===== src/design/pms_pkg.sv =====
// package for the power mode sequencer: constants, types and the rule summary
// Function
// RQ1 - after any reset every clock runs; software may gate peripheral clocks individually
// RQ2 - idle stops only the core clock; any system interrupt restarts it
// RQ3 - sleep stops most clocks, keeps power; wake without reset unless reset source
// RQ4 - wake sources selectable by software; power button always wakes
// RQ5 - keyboard/mouse, Ethernet and USB controllers can wake the always-on domain
// RQ6 - suspend stops all clocks but the real-time clock; switch power enable drops
// RQ7 - waking from suspend resets powered-down logic before it runs again
// RQ8 - shutdown equals suspend, apart from a status flag read at next startup
// RQ9 - switch power enable held low while resume reset is asserted
// RQ10 - power good alone does not release the system reset
// RQ11 - button active low when strapped manual, active high when strapped automatic
// RQ12 - the button is pressed low for at least 180 us and at most 4 s
// RQ13 - a button held for 4 s forces a shutdown; the code counts the long press only when strapped manual
// RQ14 - core rail enable rises 180 to 220 us after the button goes low
// RQ15 - software requests idle, sleep, suspend or shutdown; device then acts on it
package pms_pkg;
  localparam int unsigned CLK_HZ = 40_000_000;
  localparam int unsigned PRESS_MIN_US = 180;
  localparam int unsigned RAIL_MAX_US = 220;
  localparam int unsigned FORCE_OFF_S = 4;
  // enable rises at 200 us: inside the 180..220 us window
  localparam int unsigned RAIL_DLY_US = 200;
  localparam int unsigned RAIL_CYC = RAIL_DLY_US * (CLK_HZ / 1_000_000);
  localparam int unsigned RAIL_MIN_CYC = (PRESS_MIN_US * (CLK_HZ / 1_000_000));
  localparam int unsigned RAIL_MAX_CYC = (RAIL_MAX_US * (CLK_HZ / 1_000_000));
  localparam longint unsigned FORCE_CYC = longint'(FORCE_OFF_S) * longint'(CLK_HZ);
  localparam int unsigned WAKE_RST_CYC = 16;
  localparam int unsigned NUM_WAKE = 3;
  localparam int unsigned NUM_PCLK = 8;
  localparam logic [NUM_PCLK-1:0] PCLK_RST = 8'hFF;

  typedef enum logic [2:0]
  {
    PMS_REQ_NONE = 3'h0,
    PMS_REQ_IDLE = 3'h1,
    PMS_REQ_SLEEP = 3'h2,
    PMS_REQ_SUSPEND = 3'h3,
    PMS_REQ_SHUTDOWN = 3'h4
  } pms_req_t;

  typedef struct packed
  {
    logic core;
    logic [NUM_PCLK-1:0] periph;
  } pms_clk_en_t;

  typedef struct packed
  {
    logic kbd_mouse;
    logic ethernet;
    logic usb;
  } pms_wake_t;
endpackage


===== src/design/pms_count.sv =====
// cycle counter that reports when a level has held for a given count
`timescale 1ns/1ps
module pms_count
  import pms_pkg::*;
#(
  parameter int unsigned W = 28,
  parameter logic [W-1:0] LIMIT = 28'h1
)
(
  input wire logic clk, // clock
  input wire logic rst, // synchronous reset
  input wire logic run, // counts while high, clears when low
  output logic done // high once run has held for LIMIT cycles
);
  logic [W-1:0] cnt_q;

  always_ff @(posedge clk)
  begin
    if (rst || !run)
      cnt_q <= '0;
    else if (cnt_q != LIMIT)
      cnt_q <= cnt_q + W'(1);
  end

  assign done = run && (cnt_q == LIMIT);
endmodule // pms_count


===== src/design/pms_sequencer.sv =====
// power mode sequencer: modes, clock gating, wake handling and rail enables
`timescale 1ns/1ps
module pms_sequencer
  import pms_pkg::*;
#(
  parameter int unsigned RAIL_CYCLES = RAIL_CYC,
  parameter longint unsigned FORCE_CYCLES = FORCE_CYC
)
(
  input wire logic MCLK, // suspend domain clock, 40 MHz
  input wire logic SYS_RST, // synchronous reset, active high
  input wire logic RESUME_RESET_N, // resume reset, active low
  input wire logic POWER_GOOD, // switch rails good
  input wire logic POWER_BUTTON_N, // power button pin
  input wire logic AUTO_ON_STRAP, // strap level: 1 auto power on
  input wire pms_req_t MODE_REQ, // software mode request
  input wire logic MODE_REQ_VALID, // one-cycle request strobe
  input wire logic [NUM_PCLK-1:0] PCLK_GATE_EN, // software peripheral clock enables
  input wire pms_wake_t WAKE_SEL, // software wake source enables
  input wire pms_wake_t WAKE_EVT, // wake events from always-on controllers
  input wire logic SYS_IRQ, // any system interrupt
  input wire logic RESET_WAKE, // wake source that itself demands a reset
  output logic MODE_REQ_READY, // request accepted this cycle
  output pms_clk_en_t CLK_EN, // clock enables
  output logic SWITCH_POWER_ENABLE, // switch domain power enable
  output logic CORE_RAIL_POWER_ENABLE, // core rail enable
  output logic SWITCH_RESET, // reset to switch domain logic
  output logic SHUTDOWN_FLAG, // last power down was a shutdown
  output logic [4:0] MODE_STATE // current mode, one-hot
);
  typedef enum logic [4:0]
  {
    S_NORMAL = 5'h01,
    S_IDLE = 5'h02,
    S_SLEEP = 5'h04,
    S_OFF = 5'h08,
    S_RAMP = 5'h10
  } pms_state_t;

  pms_state_t state_q;
  pms_state_t state_d;
  logic auto_q;
  logic rsm_q;
  logic btn_act;
  logic btn_prev_q;
  logic btn_fall;
  logic rail_run_q;
  logic rail_done;
  logic force_off;
  logic wake;
  logic rst_all;
  logic sw_rst_q;
  logic [4:0] rst_cnt_q;
  logic shut_q;
  logic sw_pwr_q;
  logic rail_q;
  pms_clk_en_t clk_q;

  assign rst_all = SYS_RST || !RESUME_RESET_N;

  // strap caught by the clock while resume reset is low, held afterwards
  always_ff @(posedge MCLK)
  begin
    rsm_q <= RESUME_RESET_N;
    if (!RESUME_RESET_N)
      auto_q <= AUTO_ON_STRAP;
  end

  assign btn_act = auto_q ? POWER_BUTTON_N : !POWER_BUTTON_N; // [RQ11]

  always_ff @(posedge MCLK)
  begin
    if (rst_all)
      btn_prev_q <= 1'b0;
    else
      btn_prev_q <= btn_act;
  end

  assign btn_fall = btn_act && !btn_prev_q;

  // core rail delay: only when the rail is off and the button is pressed
  always_ff @(posedge MCLK)
  begin
    if (rst_all || rail_done)
      rail_run_q <= 1'b0;
    else if (btn_fall && !rail_q)
      rail_run_q <= 1'b1;
  end

  pms_count #(.W(16), .LIMIT(16'(RAIL_CYCLES))) u_rail_dly
  (
    .clk(MCLK),
    .rst(rst_all),
    .run(rail_run_q),
    .done(rail_done)
  );

  // long press; counted on the pin level so a press under the window is not stretched
  pms_count #(.W(28), .LIMIT(28'(FORCE_CYCLES))) u_force
  (
    .clk(MCLK),
    .rst(rst_all),
    .run(btn_act && !auto_q),
    .done(force_off)
  );

  // button wakes regardless of selection; the rest is software gated
  assign wake = btn_fall || |(WAKE_SEL & WAKE_EVT); // [RQ4] [RQ5]
  assign MODE_REQ_READY = MODE_REQ_VALID && (state_q == S_NORMAL) && !force_off; // [RQ15]

  always_comb
  begin
    state_d = state_q;
    case (state_q)
      S_NORMAL:
      begin
        if (force_off)
          state_d = S_OFF; // [RQ13]
        else if (MODE_REQ_READY)
        begin
          case (MODE_REQ)
            PMS_REQ_IDLE: state_d = S_IDLE;
            PMS_REQ_SLEEP: state_d = S_SLEEP;
            PMS_REQ_SUSPEND, PMS_REQ_SHUTDOWN: state_d = S_OFF; // [RQ8]
            default: state_d = S_NORMAL;
          endcase
        end
      end
      S_IDLE:
        if (force_off)
          state_d = S_OFF;
        else if (SYS_IRQ)
          state_d = S_NORMAL; // [RQ2]
      S_SLEEP:
        if (force_off)
          state_d = S_OFF;
        else if (wake)
          state_d = S_NORMAL; // [RQ3]
      S_OFF:
        if (wake && !force_off)
          state_d = S_RAMP;
      S_RAMP:
        // hold the switch domain in reset until its supply reports good and the wake reset count reaches WAKE_RST_CYC
        if (POWER_GOOD && rst_cnt_q == 5'(WAKE_RST_CYC))
          state_d = S_NORMAL; // [RQ7] [RQ10]
      default: state_d = S_NORMAL;
    endcase
  end

  always_ff @(posedge MCLK)
  begin
    if (rst_all)
      state_q <= S_NORMAL;
    else
      state_q <= state_d;
  end

  always_ff @(posedge MCLK)
  begin
    if (rst_all)
      shut_q <= 1'b0;
    else if (force_off && state_q != S_OFF && state_q != S_RAMP)
      shut_q <= 1'b1; // [RQ13]
    else if (state_q == S_NORMAL && MODE_REQ_READY && MODE_REQ == PMS_REQ_SHUTDOWN)
      shut_q <= 1'b1; // [RQ8]
    else if (state_q == S_NORMAL && MODE_REQ_READY && MODE_REQ == PMS_REQ_SUSPEND)
      shut_q <= 1'b0;
  end

  // powered-down logic sits in reset through the whole ramp
  always_ff @(posedge MCLK)
  begin
    if (rst_all)
      rst_cnt_q <= '0;
    else if (state_q != S_RAMP)
      rst_cnt_q <= '0;
    else if (rst_cnt_q != 5'(WAKE_RST_CYC))
      rst_cnt_q <= rst_cnt_q + 5'h01;
  end

  always_ff @(posedge MCLK)
  begin
    if (rst_all)
      sw_rst_q <= 1'b1;
    else
      sw_rst_q <= (state_d == S_OFF) || (state_d == S_RAMP)
        || (RESET_WAKE && state_q == S_SLEEP && wake); // [RQ3] [RQ7]
  end

  always_ff @(posedge MCLK)
  begin
    if (rst_all)
      sw_pwr_q <= 1'b0; // [RQ9]
    else
      sw_pwr_q <= (state_d != S_OFF); // [RQ6]
  end

  always_ff @(posedge MCLK)
  begin
    if (rst_all)
      rail_q <= 1'b0;
    else if (state_d == S_OFF)
      rail_q <= 1'b0;
    else if (rail_done || (auto_q && rsm_q && state_q == S_NORMAL))
      rail_q <= 1'b1; // [RQ14]
  end

  always_ff @(posedge MCLK)
  begin
    if (rst_all)
    begin
      clk_q.core <= 1'b1; // [RQ1]
      clk_q.periph <= PCLK_RST;
    end
    else
    begin
      case (state_d)
        S_NORMAL:
        begin
          clk_q.core <= 1'b1;
          clk_q.periph <= PCLK_GATE_EN; // [RQ1]
        end
        S_IDLE:
        begin
          clk_q.core <= 1'b0; // [RQ2]
          clk_q.periph <= PCLK_GATE_EN;
        end
        default:
        begin
          clk_q.core <= 1'b0; // [RQ3] [RQ6]
          clk_q.periph <= '0;
        end
      endcase
    end
  end

  assign CLK_EN = clk_q;
  assign SWITCH_POWER_ENABLE = sw_pwr_q;
  assign CORE_RAIL_POWER_ENABLE = rail_q;
  assign SWITCH_RESET = sw_rst_q;
  assign SHUTDOWN_FLAG = shut_q;
  assign MODE_STATE = state_q;

  a_pwr_in_reset: assert property (@(posedge MCLK) // [RQ9]
    !RESUME_RESET_N |=> !SWITCH_POWER_ENABLE)
    else $error("switch power on during resume reset");
  a_idle_core_off: assert property (@(posedge MCLK) disable iff (rst_all) // [RQ2]
    state_q == S_IDLE |-> !CLK_EN.core)
    else $error("core clock runs in idle");
  a_off_no_pwr: assert property (@(posedge MCLK) disable iff (rst_all) // [RQ6]
    state_q == S_OFF |-> !SWITCH_POWER_ENABLE && CLK_EN == '0)
    else $error("power or clock on in suspend");
  a_ramp_reset: assert property (@(posedge MCLK) disable iff (rst_all) // [RQ7]
    state_q == S_RAMP |-> SWITCH_RESET)
    else $error("no reset while waking from suspend");
  a_pg_alone: assert property (@(posedge MCLK) disable iff (rst_all) // [RQ10]
    $rose(state_q == S_NORMAL) && $past(state_q) == S_RAMP
    |-> $past(rst_cnt_q) == 5'(WAKE_RST_CYC) && $past(POWER_GOOD))
    else $error("left reset on power good alone");
  a_btn_wakes: assert property (@(posedge MCLK) disable iff (rst_all) // [RQ4]
    state_q == S_SLEEP && btn_fall && !force_off |=> state_q == S_NORMAL)
    else $error("button did not wake");
  a_force_off: assert property (@(posedge MCLK) disable iff (rst_all) // [RQ13]
    force_off && state_q != S_OFF && state_q != S_RAMP
    |=> state_q == S_OFF && SHUTDOWN_FLAG)
    else $error("long press did not shut down");
  a_shut_flag: assert property (@(posedge MCLK) disable iff (rst_all) // [RQ8]
    MODE_REQ_READY && MODE_REQ == PMS_REQ_SHUTDOWN |=> SHUTDOWN_FLAG && state_q == S_OFF)
    else $error("shutdown flag not set");
  a_rail_delay: assert property (@(posedge MCLK) disable iff (rst_all) // [RQ14]
    $rose(rail_run_q) |-> rail_run_q [*8])
    else $error("core rail delay cut short");
  a_reset_clocks: assert property (@(posedge MCLK) // [RQ1]
    $past(rst_all) |-> CLK_EN.core && CLK_EN.periph == PCLK_RST)
    else $error("clocks not all on after reset");
endmodule // pms_sequencer


===== config.mk =====
export PLATFORM = sky130hd
export DESIGN_NAME = pms_sequencer
export DESIGN_NICKNAME = d
export VERILOG_FILES = /design/src/design/pms_pkg.sv /design/src/design/pms_count.sv /design/src/design/pms_sequencer.sv
export SDC_FILE = /design/constraint.sdc
export NUM_CORES = 1
export LEC_CHECK = 0
export ABC_CLOCK_PERIOD_IN_PS = 2800
export BUFFER_PORTS_ARGS = -buffer_cell sky130_fd_sc_hd__buf_2
export CAP_MARGIN = 10
export CORE_ASPECT_RATIO = 1.5
export CORE_UTILIZATION = 25
export DETAILED_ROUTE_END_ITERATION = 8
export PLACE_DENSITY = 0.42
export SLEW_MARGIN = 25
export SYNTH_ARGS = -nofsm -noshare
export SYNTH_HDL_FRONTEND = slang
export SYNTH_HIERARCHICAL = 1
export SYNTH_SLANG_ARGS = --single-unit

===== constraint.sdc =====
create_clock -name MCLK -period 2.8 [get_ports MCLK]
set_input_delay 0.56 -clock MCLK [delete_from_list [all_inputs] [get_ports MCLK]]
set_output_delay 0.56 -clock MCLK [all_outputs]
set_load 0.01 [all_outputs]

==> results of run 1 <==
==> cells in the final DEF, fill, tap and decap left out, types with 5 or more instances in the layout <==
cell and count:
nand2_1 17, nor3_1 14, xor2_1 14, nor4b_1 5, dfxtp_1 68, inv_1 14, ha_1 7, or3_1 8
a21oi_1 22, nand4_1 10, xnor2_1 13, or4_1 13, nor2_1 36, clkbuf_16 9, buf_2 44, nand3_1 28
o21a_1 9, o31ai_1 12, o21ai_0 10
==> critical path, stage by stage, from the launching register on <==
cell and delay (ps):
dfxtp_2 370, inv_1 70, ha_1 190, nor4b_2 160, and3_1 210, and3_4 220
inv_1 90, nand2_1 110, nor2_2 170, buf_2 160
==> worst paths after layout <==
check,endpoint,from,slack [ps],depth (start not counted)
hold reg to reg,u_rail_dly/cnt_q[15]$_SDFFE_PP0P_,u_rail_dly/cnt_q[15]$_SDFFE_PP0P_,480,2
hold / removal,rsm_q$_DFF_P_,RESUME_RESET_N,350,1
setup reg to reg,SWITCH_RESET$_SDFF_PP1_,u_force/cnt_q[16]$_SDFFE_PP0P_,360,8
setup / recovery,MODE_REQ_READY,u_force/cnt_q[0]$_SDFFE_PP0P_,170,9
==> kinds of logic after synthesis <==
logic type	Yosys count	synth area share, %
flops	71	40.8
compound gates	72	13.5
buf+inv	31	4.75
mux	2	0.571
fa+ha+maj	7	2.50
simple gates	181	31.1
xor+xnor	27	6.75
==> per-stage QoR <==
stage	setup WS, ps	std cells	power, mW
after floorplan	586	391	1.14
after global placement	351	584	1.19
after detailed placement	177	584	1.19
after CTS	26.2	598	2.24
after global routing	1.81	598	2.30
final	171	598	2.20
==> what timing repair did <==
action                     in CTS  in global routing
resized for setup               2                  5
setup endpoints to repair       1                  3
pin swaps                       0                  1
==> power by group through the flow <==
stage | sequential, mW | combinational, mW | clock (mW)
after CTS | 1.04 | 0.127 | 1.07
after floorplan | 1.07 | 0.0682 | 0
after global routing | 1.04 | 0.140 | 1.11
after global placement | 1.06 | 0.127 | 0
final | 1.04 | 0.126 | 1.03
after detailed placement | 1.06 | 0.126 | 0
==> metal layers <==
| layer | vias up | wire length (um) | part of all wire (%) |
|---|---|---|---|
| met4 | 0 | 340 | 3.9 |
| li1 | 1518 | - | - |
| met2 | 57 | 4610 | 53 |
| met1 | 1429 | 3500 | 40 |
| met5 | - | 0 | 0 |
| met3 | 20 | 302 | 3.4 |
==> registers in the layout, indices dropped and copies added, names as in the netlist <==
register,cells
u_force/cnt_q,28
u_rail_dly/cnt_q,16
SWITCH_RESET,1
CLK_EN,9
btn_prev_q,1
MODE_STATE,5
CORE_RAIL_POWER_ENABLE,1
SHUTDOWN_FLAG,1
rsm_q,1
SWITCH_POWER_ENABLE,1
rst_cnt_q,5
auto_q,1
rail_run_q,1
==> area by class of cell <==
cell class                      instances  area, um^2
Timing Repair Buffer                   47         243
Clock buffer                           13         260
Sequential cell                        71        1430
Multi-Input combinational cell        289        1930
Fill cell                            1448        9470
Clock inverter                          1        5.00
Inverter                               15        56.3
Tap cell                              162         203
==> summary.md, run 1 <==
| Metric | Value |
|---|---|
| NetSw | roughly 0.48 mW |
| Gr busiest metal | met2 |
| Combinational power share | approximately 5.7% |
| Power density over the cells | 533 mW/mm^2 |
| Area leader, netlist | dfxtp_1 |
| Starting Density | 25.8% |
| Async SR Flop Fraction | 0% |
| Share of the synthesized area in the top cell type | around 40% |
| Crit Path Class | flop to output pin |
| Most common cell in the synthesized netlist | dfxtp_1 |
| Clock power share | a little under half |
| Top post-synthesis cells by area | dfxtp_1 40%, nand3_1 4.0%, nor2_1 4.0% |
| Clock transition at path regs | 50 ps |
| Fin. Hold Viols | 0 |
| Final net count | approximately 470 |
| Unique masters post-synth | 72 |
| Placement Cell Area | 0.00384 mm^2 |
| Area Overhead vs Synth | 17.8% |
| Post-Syn Area per Cell | 8.97 um^2 |
| Dpl hpwl | ~6500 um |
| Finished layout cell area | about 0.0041 mm^2 |
| Share of cells above drive strength 1 | between 10% and 20% |
| Setup bufs post-CTS | 0 |
| Die Ht | 147 um |
| Clock Skews | 3.82 ps |
| Post-synth EDFFs | 1 |
| Pleak | approximately 1.4 nW |
| Final setup violation count | 0 |
| Net Sw Frac | approximately 22% |
| Total Neg Setup Slack | 0 ps |
| Status | finished clean |
| Grt total ovfl | 0 |
| Final number of max-transition violations | 0 |
| Top-Level Pins | 45 |
| Crit path arrival time | 2070 ps |
| Die width | just under 100 um |
| Drt first pass iters | 5 |
| Row count | 52 |
| Worst Path Required | approximately 2200 ps |
| Pint | around 1.7 mW |
| Initial antenna violation count | 0 |
| Max Cap Viol | 0 |
| Vias post-DR | around 3000 |
| CTS Hold Bufs | 0 |
| Register area share after synthesis | between 40% and 50% |
| Fmax | between 300 and 400 MHz |
| Final Routed Wirelength | between 8000 and 9000 um |
| Drt drc | 0 |
| Warnings, synthesis | 6 |
| Routed len/inst | between 10 and 15 um |
| Sequential share of power | between 40% and 50% |
| Largest net degree at the start of global routing | 29 |
| Met3 Track Usage GR | around 2.6% |
| Placer's final routability congestion estimate | 0.874 |
| CP max FO | 7 |
| Slew @ Worst Pin | ~650 ps |
| Die Area | between 0.01 and 0.015 mm^2 |
| Total GRT Usage | approximately an eighth |
| CTS sink cnt | between 70 and 80 |
| ANT nets after route | 0 |
| Ant. Diodes | 0 |
| Core Area | roughly 0.014 mm^2 |
| Post-synth top cells | 70 x dfxtp_1, 37 x nor2_1, 28 x nand3_1 |
| Startpoint types | flop |
| Ys flop type | dfxtp_1 |
| Port bufs | between 40 and 50 |
| Synth Instances | between 300 and 400 |
| Vias in the first global route | 3003 |
| Final Cycle Share | 93.9% |
| CTS Root Cell | clkbuf_16 |
| Syn_nets | about 420 |
| CTS tree | done |
| Mapped cell area | roughly 0.0035 mm^2 |
| Clock buffer depth | 2 |
| Number of synthesized register bits | between 70 and 80 |
| RSZ-0062 raised after global routing | false |
| WHS | 353 ps |
| Crit end category | output pin |
| M2 GR Usage | 23.7% |
| Number of buffers created by CTS | 9 |
| Final Util | a little under a third |
| CTS H-Tree Depth | 3 |
| Relative max-transition margin | roughly 57% |
| Via/cell ratio | roughly 5.1 |
| First-pass GRT wire length | roughly 15000 um |
| Met1 GRT Util | 13.7% |
| Min-Delay Path Class | input pin to flop |
| Initial drt markers | 84 |
| Worst-skew pair later-pin latency | around 320 ps |
| Maximum vdd ir drop | 0.271 mV |
| Fin crit period | roughly 2600 ps |
Note: power is estimated with default switching activity, not from simulation.
==> inputs of run 2 (changes only) <==
--- a/config.mk
+++ b/config.mk
@@ -10,7 +10,9 @@
 export CAP_MARGIN = 10
 export CORE_ASPECT_RATIO = 1.5
 export CORE_UTILIZATION = 25
+export CTS_CLUSTER_DIAMETER = 150
 export DETAILED_ROUTE_END_ITERATION = 8
+export GPL_TIMING_DRIVEN = 0
 export PLACE_DENSITY = 0.42
 export SLEW_MARGIN = 25
 export SYNTH_ARGS = -nofsm -noshare
==> summary.md, run 2 (synthesis gave the netlist of run 1 again) <==
| Metric | Value |
|---|---|
| Initial drt markers | 106 (was 84) |
| Vias post-DR | 3062 (was 3024) |
| Final net count | 479 (was 466) |
| Relative max-transition margin | 57.8% (was 56.5%) |
| Cell family with most CP delay | simple AND/OR/NAND/NOR gates (unchanged) |
| Total GRT Usage | 13.2% (was 13.0%) |
| M2 GR Usage | 23.8% (was 23.7%) |
| Worst reg2reg path depth | 9 (was 8) |
| Max FFs per register | 28 (unchanged) |
| Total Neg Setup Slack | 0 ps (unchanged) |
| Row count | 52 (unchanged) |
| Crit Path Class | flop to output pin (unchanged) |
| Met1 GRT Util | 14.2% (was 13.7%) |
| Starting Density | 25.8% (unchanged) |
| Share of cells above drive strength 1 | 21.7% (was 19.7%) |
| HP Start | RESUME_RESET_N (unchanged) |
| RSZ-0062 raised after global routing | false (unchanged) |
| Maximum vdd ir drop | 0.295 mV (was 0.271 mV) |
| Worst-skew pair later-pin latency | 330 ps (was 320 ps) |
| WHS | 349 ps (was 353 ps) |
| Initial antenna violation count | 0 (unchanged) |
| Setup ws final | 163 ps (was 171 ps) |
| Status | finished clean (unchanged) |
| CTS sink cnt | 71 (unchanged) |
| Worst Path Required | 2240 ps (about the same) |
| Non-filler cells, final | 613 (was 598) |
| Most frequent cells in the layout | 68 x dfxtp_1, 45 x buf_2, 36 x nor2_1, 28 x nand3_1, 22 x a21oi_1 (was 68 x dfxtp_1, 44 x buf_2, 36 x nor2_1, 28 x nand3_1, 22 x a21oi_1) |
| ANT nets after route | 0 (unchanged) |
| Placed cell count | 597 (was 584) |
| Power density over the cells | 577 mW/mm^2 (was 533 mW/mm^2) |
| Die Area | 0.0145 mm^2 (unchanged) |
| Worst R2R End | SWITCH_RESET$_SDFF_PP1_ (unchanged) |
| Slew @ Worst Pin | 634 ps (was 652 ps) |
| Hold path cells | 1 (unchanged) |
| Commonest non-fill, non-tap cell in the layout | dfxtp_1 (unchanged) |
| Fmax | 379 MHz (was 380 MHz) |
| Crit path arrival time | 2080 ps (was 2070 ps) |
| Die Ht | 147 um (unchanged) |
| Post-place setup slack | -72.9 ps (was 177 ps) |
| Biggest register | u_force/cnt_q (unchanged) |
| Vias in the first global route | 3104 (was 3003) |
| Largest stage delay, worst path | 310 ps (was 370 ps) |
| Finished layout cell area | 0.00433 mm^2 (was 0.00413 mm^2) |
| Largest net degree at the start of global routing | 13 (was 29) |
| Clock buffer depth | 2 (unchanged) |
| Worst path bufs/invs | 3 (unchanged) |
| Dpl hpwl | 6520 um (was 6490 um) |
| CTS H-Tree Depth | 3 (unchanged) |
| Min-Delay Path Class | input pin to flop (unchanged) |
| Clock Skews | 6.05 ps (was 3.82 ps) |
| Clock transition at path regs | 60 ps (was 50 ps) |
| Via/cell ratio | 5.00 (was 5.06) |
| Routed len/inst | 14.5 um (was 14.6 um) |
| Max Cap Viol | 0 (unchanged) |
| Placement Cell Area | 0.00393 mm^2 (was 0.00384 mm^2) |
| CP max FO | 8 (was 7) |
| Final setup violation count | 0 (unchanged) |
| Crit-path cells | clkbuf_1 > nor4b_2 > and4_4 > and3_4 > inv_1 > nand2_1 > nor2_2 > buf_2 (was inv_1 > ha_1 > nor4b_2 > and3_1 > and3_4 > inv_1 > nand2_1 > nor2_2 > buf_2) |
| Ant. Diodes | 0 (unchanged) |
| Die width | 98.7 um (unchanged) |
| Met3 Track Usage GR | 2.81% (was 2.57%) |
| Worst Hold End | rsm_q$_DFF_P_ (unchanged) |
| Area Overhead vs Synth | 23.4% (was 17.8%) |
| Setup bufs post-CTS | 0 (unchanged) |
| Gr busiest metal | met2 (unchanged) |
| Placer's final routability congestion estimate | 0.850 (was 0.874) |
| Final number of max-transition violations | 0 (unchanged) |
| Drt drc | 0 (unchanged) |
| Fin. Hold Viols | 0 (unchanged) |
| Pleak | 1.47 nW (was 1.37 nW) |
| Drt first pass iters | 4 (was 5) |
| CTS Root Cell | clkbuf_16 (unchanged) |
| Final Routed Wirelength | 8870 um (was 8750 um) |
| Port bufs | 44 (unchanged) |
| Crit end category | output pin (unchanged) |
| First-pass GRT wire length | 15000 um (was 14900 um) |
| Top-Level Pins | 45 (unchanged) |
| R2r startpoint | u_force/cnt_q[18]$_SDFFE_PP0P_ (was u_force/cnt_q[16]$_SDFFE_PP0P_) |
| Core Area | 0.0136 mm^2 (unchanged) |
| Grt total ovfl | 0 (unchanged) |
| CTS tree | done (unchanged) |
| CP max stage cell | nor4b_2 (was dfxtp_2) |
| Number of buffers created by CTS | 9 (unchanged) |
| Fin crit period | 2640 ps (was 2630 ps) |
| Final Cycle Share | 94.2% (was 93.9%) |
| Worst reg2reg setup slack | 210 ps (was 360 ps) |
| Startpoint types | flop (unchanged) |
==> run 2: metrics by stage <==
step           utilization, %  total power, mW
4_1_cts                  31.6             2.54
3_5_place_dp             28.9             1.20
5_1_grt                  31.8             2.61
6_report                 31.8             2.50
3_3_place_gp             28.9             1.19
2_1_floorplan               -             1.14
==> run 2: how the worst max path moves through the flow <==
stage | startpoint | end | cells past startpoint
CTS | u_force/cnt_q[0]$_SDFFE_PP0P_ | MODE_REQ_READY | 9
floorplan | u_force/cnt_q[0]$_SDFFE_PP0P_ | CLK_EN[3]$_SDFF_PP1_ | 10
global route | u_force/cnt_q[18]$_SDFFE_PP0P_ | MODE_REQ_READY | 8
detailed placement | u_force/cnt_q[16]$_SDFFE_PP0P_ | SWITCH_RESET$_SDFF_PP1_ | 8
finish | u_force/cnt_q[18]$_SDFFE_PP0P_ | MODE_REQ_READY | 8
global placement | u_force/cnt_q[16]$_SDFFE_PP0P_ | SWITCH_RESET$_SDFF_PP1_ | 8
==> run 2: power by group <==
| group | internal (mW) | leakage, nW | total, mW | switching [mW] |
|---|---|---|---|---|
| combinational | 0.0585 | 0.718 | 0.132 | 0.0736 |
| clock | 0.883 | 0.174 | 1.32 | 0.441 |
| sequential | 1.03 | 0.578 | 1.04 | 0.00876 |
==> run 2: area by class of cell <==
class | count | area [um^2]
Clock inverter | 4 | 73.8
Tap cell | 162 | 203
Buffer | 16 | 110
Multi-Input combinational cell | 289 | 1950
Inverter | 15 | 56.3
Clock buffer | 12 | 278
Fill cell | 1417 | 9270
Timing Repair Buffer | 44 | 220
Sequential cell | 71 | 1430
==> run 2: layer usage <==
layer  vias to the layer above  part of all wire (%)
met4                         0                   3.3
met1                      1434                    43
met3                        21                   2.9
met2                        61                    51
met5                         -                     0
li1                       1546                     -
==> run 2: what timing repair did <==
action | 4_1_cts | 5_1_grt
pin swaps | 0 | 1
endpoints found under the setup margin | 3 | 3
hold buffers | 0 | 0
endpoints found under the hold margin | 0 | 0
resized for setup | 6 | 6
==> inputs of run 3 (changes only) <==
==> constraint.sdc (replaced) <==
create_clock -name MCLK -period 2.8 [get_ports MCLK]
set_input_delay 0.56 -clock MCLK [delete_from_list [all_inputs] [get_ports MCLK]]
set_output_delay 0.56 -clock MCLK [all_outputs]
set_load 0.005 [all_outputs]
==> summary.md, run 3 (synthesis gave the netlist of run 1 again) <==
| Metric | Value |
|---|---|
| Clock Skews | 6.40 ps (was 6.05 ps) |
| CTS tree | done (unchanged) |
| Final Cycle Share | 93.5% (was 94.2%) |
| Fin. Hold Viols | 0 (unchanged) |
| CTS Root Cell | clkbuf_16 (unchanged) |
| Via/cell ratio | 5.00 (about the same) |
| Overall power | 2.49 mW (was 2.50 mW) |
| # fillers | 1416 (was 1417) |
| Initial antenna violation count | 0 (unchanged) |
| Non-filler cells, final | 613 (unchanged) |
| Commonest non-fill, non-tap cell in the layout | dfxtp_1 (unchanged) |
| RSZ-0062 raised after global routing | false (unchanged) |
| Startpoint types | flop (unchanged) |
| Routed len/inst | 14.5 um (about the same) |
| CTS sink cnt | 71 (unchanged) |
| CP max FO | 8 (unchanged) |
| Port bufs | 44 (unchanged) |
| Area Overhead vs Synth | 23.6% (was 23.4%) |
| Die width | 98.7 um (unchanged) |
| Final number of max-transition violations | 0 (unchanged) |
| Final net count | 479 (unchanged) |
| Starting Density | 25.8% (unchanged) |
| Total GRT Usage | 13.2% (unchanged) |
| Finished layout cell area | 0.00433 mm^2 (about the same) |
| Power density over the cells | 575 mW/mm^2 (was 577 mW/mm^2) |
| Die Area | 0.0145 mm^2 (unchanged) |
| Top-Level Pins | 45 (unchanged) |
| Placer's final routability congestion estimate | 0.850 (unchanged) |
| Final setup violation count | 0 (unchanged) |
| Vias in the first global route | 3104 (unchanged) |
| Drt first pass iters | 4 (unchanged) |
| Worst Path Required | 2240 ps (about the same) |
| Status | finished clean (unchanged) |
| Pleak | 1.47 nW (about the same) |
| CTS H-Tree Depth | 3 (unchanged) |
| Crit Path Class | flop to output pin (unchanged) |
| Placed cell count | 597 (unchanged) |
| Crit path arrival time | 2060 ps (was 2080 ps) |
| Slew @ Worst Pin | 590 ps (was 634 ps) |
| Fmax | 382 MHz (was 379 MHz) |
| Clock transition at path regs | 60 ps (about the same) |
| Most frequent cells in the layout | 68 x dfxtp_1, 45 x buf_2, 36 x nor2_1, 28 x nand3_1, 22 x a21oi_1 (unchanged) |
| Ant. Diodes | 0 (unchanged) |
| Placement Cell Area | 0.00393 mm^2 (unchanged) |
| Setup bufs post-CTS | 0 (unchanged) |
| Drt drc | 0 (unchanged) |
| Initial drt markers | 108 (was 106) |
| Max Cap Viol | 0 (unchanged) |
| ANT nets after route | 0 (unchanged) |
| Row count | 52 (unchanged) |
| Fin crit period | 2620 ps (was 2640 ps) |
| First-pass GRT wire length | 15000 um (unchanged) |
| Min-Delay Path Class | input pin to flop (unchanged) |
| Final Routed Wirelength | 8900 um (was 8870 um) |
| Biggest register | u_force/cnt_q (unchanged) |
| Largest net degree at the start of global routing | 13 (unchanged) |
| Number of buffers created by CTS | 9 (unchanged) |
| Relative max-transition margin | 60.7% (was 57.8%) |
| Max FFs per register | 28 (unchanged) |
| Grt total ovfl | 0 (unchanged) |
| Share of cells above drive strength 1 | 22.0% (was 21.7%) |
| Core Area | 0.0136 mm^2 (unchanged) |
| Clock buffer depth | 2 (unchanged) |
| Vias post-DR | 3063 (was 3062) |
| Die Ht | 147 um (unchanged) |
| Crit end category | output pin (unchanged) |
| Worst-skew pair later-pin latency | 330 ps (about the same) |
| Maximum vdd ir drop | 0.295 mV (about the same) |
| Dpl hpwl | 6520 um (unchanged) |
[run 3: changes by cell type in the layout (fill, tap and decap cells not counted)]
cell | previous run | this run
a221oi_1 | 1 | 0
a221oi_2 | 0 | 1
[run 3: final cells by class]
type	instances	area, um^2	area share, %
multi-input combinational	289	1960	45.2
clock inverter	4	73.8	1.70
sequential	71	1430	33.1
buffer	16	110	2.54
timing repair buffer	44	220	5.08
tap	162	203	4.68
clock buffer	12	278	6.41
inverter	15	56.3	1.30
[run 3: worst paths after layout]
path / startpoint / end / slack [ps] / depth (start not counted)
setup / recovery: u_force/cnt_q[18]$_SDFFE_PP0P_ / MODE_REQ_READY / 180 / 8
hold / removal: RESUME_RESET_N / rsm_q$_DFF_P_ / 350 / 1
setup reg to reg: u_force/cnt_q[0]$_SDFFE_PP0P_ / CLK_EN[4]$_SDFF_PP1_ / 400 / 10
hold reg to reg: u_rail_dly/cnt_q[15]$_SDFFE_PP0P_ / u_rail_dly/cnt_q[15]$_SDFFE_PP0P_ / 480 / 2
[run 3: layer usage]
layer  part of all wire [%]  GRT usage (%)
met1                     42           14.2
met3                    3.1           2.81
met2                     51           23.8
met4                    3.2           7.16
met5                      0              0
[run 3: metrics by stage]
stage	hold WS [ps]	TNS (ps)	util [%]	setup slack [ps]
2_1_floorplan	445	0	-	586
3_3_place_gp	461	-124	28.9	-97.7
4_1_cts	333	0	31.6	16.2
3_5_place_dp	470	-92.3	28.9	-72.9
5_1_grt	344	0	31.9	40.3
6_report	349	0	31.9	183
[run 3: power by group]
part | switching, mW | internal, mW
Clock | 0.441 | 0.883
Sequential | 0.00879 | 1.03
Combinational | 0.0684 | 0.0586
Total | 0.518 | 1.97
[run 3: worst max-delay path, cell delays in order (launching register included)]
cell      delay [ps]
dfxtp_1          290
clkbuf_1         190
nor4b_2          310
and4_4           300
and3_4           230
inv_1             90
nand2_1          120
nor2_2            60
buf_2            130
[run 3: repair_timing]
item | 4_1_cts | 5_1_grt
hold buffers | 0 | 0
pin swaps | 0 | 1
gates resized for setup | 5 | 8
setup endpoints to repair | 3 | 3
hold endpoints to repair | 0 | 0
